==> config.mk <==
export PLATFORM = sky130hd
export DESIGN_NAME = ttc_top
export DESIGN_NICKNAME = d
export VERILOG_FILES = /design/src/logic/ttc_pkg.sv /design/src/logic/ttc_top.sv
export VERILOG_INCLUDE_DIRS = /design/src /design/src/logic
export SDC_FILE = /design/constraint.sdc
export NUM_CORES = 1
export LEC_CHECK = 0
export BUFFER_PORTS_ARGS = -buffer_cell sky130_fd_sc_hd__buf_4
export CORE_ASPECT_RATIO = 0.6
export CORE_MARGIN = 3
export CORE_UTILIZATION = 50
export CTS_CLUSTER_DIAMETER = 120
export DETAILED_ROUTE_END_ITERATION = 7
export GPL_TIMING_DRIVEN = 0
export PLACE_DENSITY = 0.71
export SETUP_SLACK_MARGIN = 0.05
export SLEW_MARGIN = 10
export SYNTH_ARGS = -nofsm -noshare
export SYNTH_HDL_FRONTEND = slang
export SYNTH_SLANG_ARGS = --single-unit
==> constraint.sdc <==
create_clock -name mclk -period 5.5 [get_ports mclk]
set_input_delay 0.825 -clock mclk [delete_from_list [all_inputs] [get_ports mclk]]
set_output_delay 0.825 -clock mclk [all_outputs]
set_load 0.05 [all_outputs]
==> src/logic/ttc_map.svh <==
// offsets, reset values and timing counts of the thermal throttle controller
`ifndef TTC_MAP_SVH
`define TTC_MAP_SVH
`define TTC_CLK_NS          10
`define TTC_GATE_PERIOD_US  32
`define TTC_GATE_CYC        ((`TTC_GATE_PERIOD_US * 1000) / `TTC_CLK_NS)
`define TTC_GATE_ON_CYC     (`TTC_GATE_CYC / 4)
`define TTC_AVG_WIN_MS      256
`define TTC_AVG_SAMPLES     256
`define TTC_AVG_SHIFT       8
`define TTC_AVG_SAMPLE_CYC  ((`TTC_AVG_WIN_MS * 1000000 / `TTC_CLK_NS) / `TTC_AVG_SAMPLES)
`define TTC_STEP_US         1000
`define TTC_STEP_CYC        ((`TTC_STEP_US * 1000) / `TTC_CLK_NS)
`define TTC_HYST_US         32
`define TTC_HYST_CYC        ((`TTC_HYST_US * 1000) / `TTC_CLK_NS)
`define TTC_EXT_RESP_US     100
`define TTC_EXT_RESP_CYC    ((`TTC_EXT_RESP_US * 1000) / `TTC_CLK_NS)
`define TTC_RATIO_MAX       8'h20
`define TTC_RATIO_MIN       8'h08
`define TTC_VID_BASE        8'h10
`define TTC_TEMP_W          8
`define TTC_OFFSET_W        6
`endif

==> src/logic/ttc_pkg.sv <==
// types of the thermal throttle controller
package ttc_pkg;
   typedef enum logic [4:0] {
      S_IDLE = 5'h01,
      S_VUP  = 5'h02,
      S_FUP  = 5'h04,
      S_FDN  = 5'h08,
      S_VDN  = 5'h10
   } ttc_seq_t;
endpackage : ttc_pkg

==> src/logic/ttc_top.sv <==
// thermal throttle controller: operating point sequencer, clock gating, hot pin
// Operation
// RULE1: raise voltage fully before frequency goes up
// RULE2: lower frequency fully before voltage goes down
// RULE3: stall execution only during frequency changes
// RULE4: below trigger, return to normal operating point
// RULE5: faster software request waits until event ends
// RULE6: slower software request applies at once
// RULE7: gating only when hot and at minimum
// RULE8: gating duty fixed at one quarter on
// RULE9: gating period 32 us from fixed timebase
// RULE10: stop only when cool and hysteresis expired
// RULE11: snoops and interrupts keep running while throttled
// RULE12: averaged loop adjusts frequency, never gates
// RULE13: instantaneous sensor read, averaged hottest report
// RULE14: readings are saturating distance below maximum
// RULE15: activation at zero distance unless offset set
// RULE16: two thresholds raise crossing interrupts
// RULE17: hot output whenever any sensor activates
// RULE18: hot pin input only until bidirectional set
// RULE19: external hot forces lowest state, no gating
// RULE20: optional interrupt on hot pin edges
// RULE21: own drive masks external hot sensing
// RULE22: external hot response within 100 us
// RULE23: activation equals maximum minus six-bit offset
// RULE24: external hot overrides adaptive sequence
`timescale 1ns/1ps
`include "ttc_map.svh"
module ttc_top #(
   parameter int N_SENS         = 4,
   parameter int STEP_CYC       = `TTC_STEP_CYC,
   parameter int AVG_SAMPLE_CYC = `TTC_AVG_SAMPLE_CYC
) (
   input  wire logic                       mclk,
   input  wire logic                       resetn,
   input  wire logic [N_SENS*8-1:0]        sensor_raw,
   input  wire logic [7:0]                 max_junction_temp,
   input  wire logic [5:0]                 act_offset,
   input  wire logic                       avg_loop_en,
   input  wire logic [1:0]                 sensor_sel,
   input  wire logic [7:0]                 thresh1,
   input  wire logic [7:0]                 thresh2,
   input  wire logic                       thresh_int_en,
   input  wire logic                       hot_bidir_en,
   input  wire logic                       hot_int_en,
   input  wire logic                       sw_req,
   input  wire logic [7:0]                 sw_ratio,
   input  wire logic                       volt_ack,
   input  wire logic                       freq_ack,
   input  wire logic                       package_hot_pin_n_in,
   output logic                            package_hot_pin_n_out,
   output logic                            package_hot_pin_n_oe,
   output logic [7:0]                      volt_code,
   output logic                            volt_req,
   output logic [7:0]                      freq_ratio,
   output logic                            freq_req,
   output logic                            exec_stall,
   output logic                            clk_gate_off,
   output logic                            throttle_active,
   output logic                            hot_status,
   output logic                            sw_pending,
   output logic [7:0]                      inst_temp,
   output logic [7:0]                      avg_temp,
   output logic                            thresh_irq,
   output logic                            hot_pin_irq
);
   localparam logic [7:0] RMAX = `TTC_RATIO_MAX;
   localparam logic [7:0] RMIN = `TTC_RATIO_MIN;

   function automatic logic [7:0] dist_of(input logic [7:0] tmax, input logic [7:0] raw);
      dist_of = (raw >= tmax) ? 8'h00 : 8'(tmax - raw); // RULE14
   endfunction : dist_of

   function automatic logic [7:0] volt_of(input logic [7:0] r);
      volt_of = 8'(`TTC_VID_BASE + r);
   endfunction : volt_of

   function automatic logic [7:0] min8(input logic [7:0] a, input logic [7:0] b);
      min8 = (a < b) ? a : b;
   endfunction : min8

   // hottest sensor and activation
   logic [7:0] hot_min;
   logic       any_hot;
   always_comb begin
      hot_min = 8'hFF;
      any_hot = 1'b0;
      for (int i = 0; i < N_SENS; i++) begin
         if (dist_of(max_junction_temp, sensor_raw[i*8+:8]) < hot_min) begin
            hot_min = dist_of(max_junction_temp, sensor_raw[i*8+:8]);
         end
         if (dist_of(max_junction_temp, sensor_raw[i*8+:8]) <= {2'h0, act_offset}) begin
            any_hot = 1'b1; // RULE15 RULE23
         end
      end
   end

   logic [7:0] sel_dist;
   assign sel_dist = dist_of(max_junction_temp, sensor_raw[sensor_sel*8+:8]);

   // hot pin: drive only when bidirectional and hot, sense only when not driving
   logic ext_hot_r;
   logic ext_hot_nxt;
   assign ext_hot_nxt = !package_hot_pin_n_in && !package_hot_pin_n_oe; // RULE21
   always_ff @(posedge mclk or negedge resetn) begin
      if (!resetn) begin
         ext_hot_r             <= 1'b0;
         package_hot_pin_n_oe  <= 1'b0;
         package_hot_pin_n_out <= 1'b1;
         hot_status            <= 1'b0;
         hot_pin_irq           <= 1'b0;
      end else begin
         ext_hot_r             <= ext_hot_nxt;
         package_hot_pin_n_oe  <= hot_bidir_en && any_hot; // RULE18
         package_hot_pin_n_out <= 1'b0;
         hot_status            <= any_hot; // RULE17
         hot_pin_irq           <= hot_int_en && (ext_hot_nxt != ext_hot_r); // RULE20
      end
   end

   // thresholds
   logic [1:0] thr_r;
   logic [1:0] thr_nxt;
   assign thr_nxt = {hot_min <= thresh2, hot_min <= thresh1};
   always_ff @(posedge mclk or negedge resetn) begin
      if (!resetn) begin
         thr_r      <= 2'h0;
         thresh_irq <= 1'b0;
      end else begin
         thr_r      <= thr_nxt;
         thresh_irq <= thresh_int_en && (thr_nxt != thr_r); // RULE16
      end
   end

   // step timebase, hysteresis and throttle state
   logic [31:0] step_cnt_r;
   logic [31:0] hyst_cnt_r;
   logic        step_tick;
   assign step_tick = (step_cnt_r == 32'(STEP_CYC - 1));
   always_ff @(posedge mclk or negedge resetn) begin
      if (!resetn) begin
         step_cnt_r      <= 32'h0;
         hyst_cnt_r      <= 32'h0;
         throttle_active <= 1'b0;
      end else begin
         step_cnt_r <= step_tick ? 32'h0 : step_cnt_r + 32'h1;
         if (any_hot) begin
            throttle_active <= 1'b1;
            hyst_cnt_r      <= 32'(`TTC_HYST_CYC);
         end else if (hyst_cnt_r != 32'h0) begin
            hyst_cnt_r <= hyst_cnt_r - 32'h1;
         end else begin
            throttle_active <= 1'b0; // RULE10
         end
      end
   end

   // thermal and averaged targets
   logic [7:0] therm_tgt_r;
   logic [7:0] avg_cap_r;
   logic [7:0] sw_ratio_r;
   logic       avg_hot;
   assign avg_hot = avg_loop_en && (avg_temp <= {2'h0, act_offset});
   always_ff @(posedge mclk or negedge resetn) begin
      if (!resetn) begin
         therm_tgt_r <= RMAX;
         avg_cap_r   <= RMAX;
         sw_ratio_r  <= RMAX;
      end else begin
         if (sw_req) begin
            sw_ratio_r <= sw_ratio;
         end
         if (!throttle_active) begin
            therm_tgt_r <= RMAX; // RULE4
         end else if (step_tick && therm_tgt_r > RMIN) begin
            therm_tgt_r <= therm_tgt_r - 8'h01;
         end
         if (step_tick && avg_hot && avg_cap_r > RMIN) begin
            avg_cap_r <= avg_cap_r - 8'h01; // RULE12
         end else if (step_tick && !avg_hot && avg_cap_r < RMAX) begin
            avg_cap_r <= avg_cap_r + 8'h01;
         end
      end
   end

   logic [7:0] tgt;
   logic [7:0] sw_eff;
   assign sw_eff = min8(sw_ratio_r, avg_cap_r);
   assign tgt = ext_hot_r ? RMIN : // RULE19 RULE24 RULE22
                throttle_active ? min8(sw_eff, therm_tgt_r) : sw_eff; // RULE5 RULE6
   always_ff @(posedge mclk or negedge resetn) begin
      if (!resetn) begin
         sw_pending <= 1'b0;
      end else begin
         sw_pending <= throttle_active && (sw_ratio_r > therm_tgt_r);
      end
   end

   // operating point sequencer
   ttc_pkg::ttc_seq_t st_r;
   logic [7:0]        cur_r;
   logic [7:0]        pend_r;
   always_ff @(posedge mclk or negedge resetn) begin
      if (!resetn) begin
         st_r       <= ttc_pkg::S_IDLE;
         cur_r      <= RMAX;
         pend_r     <= RMAX;
         volt_code  <= volt_of(RMAX);
         volt_req   <= 1'b0;
         freq_ratio <= RMAX;
         freq_req   <= 1'b0;
         exec_stall <= 1'b0;
      end else begin
         case (st_r)
            ttc_pkg::S_IDLE: begin
               pend_r <= tgt;
               if (tgt > cur_r) begin
                  volt_code <= volt_of(tgt);
                  volt_req  <= 1'b1;
                  st_r      <= ttc_pkg::S_VUP;
               end else if (tgt < cur_r) begin
                  freq_ratio <= tgt;
                  freq_req   <= 1'b1;
                  exec_stall <= 1'b1; // RULE3
                  st_r       <= ttc_pkg::S_FDN;
               end
            end
            ttc_pkg::S_VUP: begin
               if (volt_ack) begin
                  volt_req   <= 1'b0;
                  freq_ratio <= pend_r;
                  freq_req   <= 1'b1; // RULE1
                  exec_stall <= 1'b1;
                  st_r       <= ttc_pkg::S_FUP;
               end
            end
            ttc_pkg::S_FUP: begin
               if (freq_ack) begin
                  freq_req   <= 1'b0;
                  exec_stall <= 1'b0; // RULE11
                  cur_r      <= pend_r;
                  st_r       <= ttc_pkg::S_IDLE;
               end
            end
            ttc_pkg::S_FDN: begin
               if (freq_ack) begin
                  freq_req   <= 1'b0;
                  exec_stall <= 1'b0;
                  volt_code  <= volt_of(pend_r);
                  volt_req   <= 1'b1; // RULE2
                  st_r       <= ttc_pkg::S_VDN;
               end
            end
            ttc_pkg::S_VDN: begin
               if (volt_ack) begin
                  volt_req <= 1'b0;
                  cur_r    <= pend_r;
                  st_r     <= ttc_pkg::S_IDLE;
               end
            end
            default: st_r <= ttc_pkg::S_IDLE;
         endcase
      end
   end

   // fixed duty clock gating
   logic [11:0] gate_cnt_r;
   logic        gate_en;
   assign gate_en = throttle_active && any_hot && therm_tgt_r == RMIN && cur_r == RMIN && !ext_hot_r; // RULE7 RULE24
   always_ff @(posedge mclk or negedge resetn) begin
      if (!resetn) begin
         gate_cnt_r   <= 12'h000;
         clk_gate_off <= 1'b0;
      end else if (!gate_en) begin
         gate_cnt_r   <= 12'h000;
         clk_gate_off <= 1'b0;
      end else begin
         gate_cnt_r   <= (gate_cnt_r == 12'(`TTC_GATE_CYC - 1)) ? 12'h000 : gate_cnt_r + 12'h001; // RULE9
         clk_gate_off <= (gate_cnt_r >= 12'(`TTC_GATE_ON_CYC - 1)) &&
                         (gate_cnt_r != 12'(`TTC_GATE_CYC - 1)); // RULE8
      end
   end

   // instantaneous read and averaged hottest report
   logic [31:0] samp_cnt_r;
   logic [15:0] acc_r;
   logic [7:0]  nsamp_r;
   always_ff @(posedge mclk or negedge resetn) begin
      if (!resetn) begin
         samp_cnt_r <= 32'h0;
         acc_r      <= 16'h0000;
         nsamp_r    <= 8'h00;
         inst_temp  <= 8'h00;
         avg_temp   <= 8'hFF;
      end else begin
         inst_temp <= sel_dist; // RULE13
         if (samp_cnt_r == 32'(AVG_SAMPLE_CYC - 1)) begin
            samp_cnt_r <= 32'h0;
            nsamp_r    <= nsamp_r + 8'h01;
            if (nsamp_r == 8'(`TTC_AVG_SAMPLES - 1)) begin
               avg_temp <= 8'((acc_r + {8'h00, hot_min}) >> `TTC_AVG_SHIFT); // RULE13
               acc_r    <= 16'h0000;
            end else begin
               acc_r <= acc_r + {8'h00, hot_min};
            end
         end else begin
            samp_cnt_r <= samp_cnt_r + 32'h1;
         end
      end
   end
endmodule : ttc_top

==> impl_metrics.toml <==
[grt]
grt.total_usage_pct = 24.4
grt_pass1_vias = 12600
grt_pass1_wl_microns = 65800
grt_max_degree = 111
grt_overflow_total = 0
antenna_found_initial = 0

[clock_network]
cts-hold-fix-buffers = 0
cts_tree = "yes"
htreeDepth = 1
cts_buffers = 24
clock_latency_ns = 0.54
cts-root-buf = "clkbuf_16"
cts_max_path_buffers = 3
cts_sinks = 222
cts.clk_slew.worst_paths_ns = 0.06

[placed_design]
dpl_worst_slack_ns = -4.00
place_congestion = 0.962
hpwl_microns = 30200
dpl-instance-area_sq_um = 17200
dp_cells = 2216
port_buffers = 121

[hold_path]
hold_path.class = "in2async"

[timing]
finalCritPeriodShare_pct = 153
fmax_ghz = 0.119
rsz0062_at_grt = "yes"
setup_ws_ns = -2.91
slew_viol_final = 0
relSlewSlack_pct = 23.1
tightest_slew_ns = 1.14
finalCriticalPeriod_ns = 8.41
setup_viol = 27
finalHoldViolCount = 0
clock_skew_ns = 0.0160

[worst_setup_path]
crit_arrival_ns = 8.87
reg2reg_from = "sw_ratio_r[4]"
slowest_delay_ns = 0.37
crit_top_cell = "a21o_1"
critPathMaxFanout = 5
critPathLaunch = "max_junction_temp[0]"
worstSetupPathType = "in2reg"
cp-start-kind = "primary input"
critPathCaptureType = "register"
slowest_stage = "fa_2"
required_ns = 5.96

[power]
power.internal_mw = 4.68
total_power_mw = 7.74
total_leakage_power_nw = 9.16
sw_frac_of_total_pct = 39.5
ir_drop_mv = 0.254
netSwitchingPower_mw = 3.06
clkPwrFrac_pct = 21.1
p_comb_share_pct = 53.8
power_density_nw_per_um2 = 392
seqPwrFrac_pct = 25.0

[flow_run]
max_cap_violations = 0

[synthesis]
ys.flop_type = "dfrtp_1"
synth_seq_area_share_pct = 35.9
ys_async_sr_fraction_pct = 100
yosysMostFrequentCell = "dfrtp_1"
netlist_instances = 1685
synth.avg_cell_area_sq_um = 9.21
syn_area_sq_um = 15500
ys_types = 87
synth_top_cell_by_area = "dfrtp_1"
ys_seq_elements = 222
synth_area_leaders = "dfrtp_1 (33%), ha_1 (13%), xnor2_1 (5.9%)"
yosys_warnings = 0
synthesis.nets = 1932
yosys.area.top_type_share_pct = 32.9
synth_edf_count = 0
synth_common_cells = "dfrtp_1 (204), ha_1 (158), nand2_1 (145)"

[die]
die_y_microns = 142
start_util_pct = 51.3
die_area_sq_um = 33300
placementRows = 49
ios = 125
die_x_microns = 233
core_sq_um = 30200

[route]
routedWlPerCell_microns = 17.9
drt_wl_total_microns = 42100
drt-pass1-iter-count = 5
drc = 0
drtIter0Drc = 1252
num_vias = 13300
drtAntennaViolNets = 0
drt-vias-per-instance = 5.65

[final_layout]
nets = 2177
fin_cells = 2356
antenna-diode-count = 0
fin_util_pct = 65.4
fillCellCount = 2330
design_area_sq_um = 19800
drive_gt1_share_pct = 25.0
syn2layout_area_growth_pct = 27.3

[status]
violations = "setup timing"
outcome = "finished with violations"
-- sequential cells by signal (all words and copies together) (netlist names), 2 cells and up --
signal       flops
acc_r           16
avg_cap_r        8
avg_temp         8
cur_r            8
freq_ratio       8
gate_cnt_r      12
hyst_cnt_r      32
inst_temp        8
nsamp_r          8
pend_r           8
samp_cnt_r      32
st_r             5
step_cnt_r      32
sw_ratio_r       8
therm_tgt_r      8
thr_r            2
volt_code        8
-- worst max-delay path, delay by kind of cell --
family / cells / cell delay (ns)
AO/OA/AOI/OAI: 23 / 3.78
XOR/XNOR: 2 / 0.31
adder cells (fa/ha/maj): 6 / 1.45
buffers and inverters: 10 / 1.00
multiplexers: 2 / 0.68
AND/OR/NAND/NOR: 6 / 0.84
-- power by group through the flow --
stage	logic, mW	registers, mW	clock network (mW)
6_report	4.17	1.94	1.64
3_5_place_dp	2.86	1.97	0
5_1_grt	4.48	1.96	1.75
3_3_place_gp	2.78	1.96	0
2_1_floorplan	1.84	2.21	0
4_1_cts	3.65	1.94	1.67
-- routing by layer --
layer | up-vias | track usage, % | part of all wire [%]
met4 | 0 | 4.25 | 1.6
met2 | 436 | 36.1 | 42
met5 | - | 0 | 0
li1 | 6406 | - | -
met3 | 49 | 4.16 | 6.8
met1 | 6414 | 37.8 | 49
-- final timing paths --
check | to | slack (ns) | cells past startpoint
setup reg to reg | volt_code[5] | 0.20 | 25
min in group mclk | ext_hot_r | 0.46 | 1
max in group asynchronous | samp_cnt_r[17] | 4.22 | 3
hold / removal | inst_temp[4] | 0.09 | 1
setup / recovery | avg_temp[0] | -2.91 | 49
hold reg to reg | ext_hot_r | 0.46 | 1
-- what timing repair did --
action                                  in CTS  in global routing
setup buffers                               61                 39
hold endpoints to repair                     0                  0
gates resized for setup                    109                105
pin swaps                                   52                 75
cloned                                       0                  1
endpoints found under the setup margin      49                 51
-- cell type report --
class                      instances  area [sq um]  share of cell area [%]
inverter                         144           557                    2.82
tap                              408           510                    2.58
clock buffer                      31           647                    3.27
timing repair buffer             219          1820                    9.23
multi-input combinational       1277         10300                    52.1
buffer                            42           204                    1.03
sequential                       222          5580                    28.2
clock inverter                    13           149                   0.753
-- cells in the final DEF, fill, tap and decap left out, types with 7 or more instances in the layout --
cell type  count
clkbuf_1      39
o31ai_1       10
buf_4        191
nor2_1       123
a21oi_1       53
mux2i_4       12
nand3_1       53
nor4_1        21
o21a_1        24
a21o_1        40
buf_6         23
clkbuf_16     25
xnor2_1      101
nor3_1        37
mux4_2         8
o21ai_4        7
inv_1        136
and2_1        17
ha_1         127
mux2_2        14
a21oi_2       21
o21ai_0       32
mux2_4        14
nand4_1       46
ha_4          28
o21bai_1       9
o21ai_2       13
xor2_1        52
nor2b_1       23
nand2_1      141
dfstp_2       18
nand2b_1      18
or3_1         16
o21ai_1       33
nor4b_1        9
and3_1        23
dfrtp_1      203
-- cells by family (layout without fill, tap and decap cells) --
logic type | after synthesis | in the layout | synth area share (%)
AOI/OAI and AO/OA | 304 | 304 | 12.8
adders and majority gates | 165 | 165 | 13.6
DFF | 222 | 222 | 35.9
and+or+nand+nor | 595 | 595 | 19.7
buffers and inverters | 186 | 449 | 4.56
xor gates and xnor gates | 157 | 157 | 8.86
muxes | 55 | 55 | 4.44
other | 1 | 1 | 0.0242
-- per-stage QoR --
step,TNS [ns],hold WS [ns]
4_1_cts,-63.28,0.0637
2_1_floorplan,-65.67,0.434
3_3_place_gp,-108.24,0.439
3_5_place_dp,-114.46,0.446
5_1_grt,-75.20,0.0685
6_report,-69.85,0.0862
Note: power is estimated with default switching activity, not from simulation.
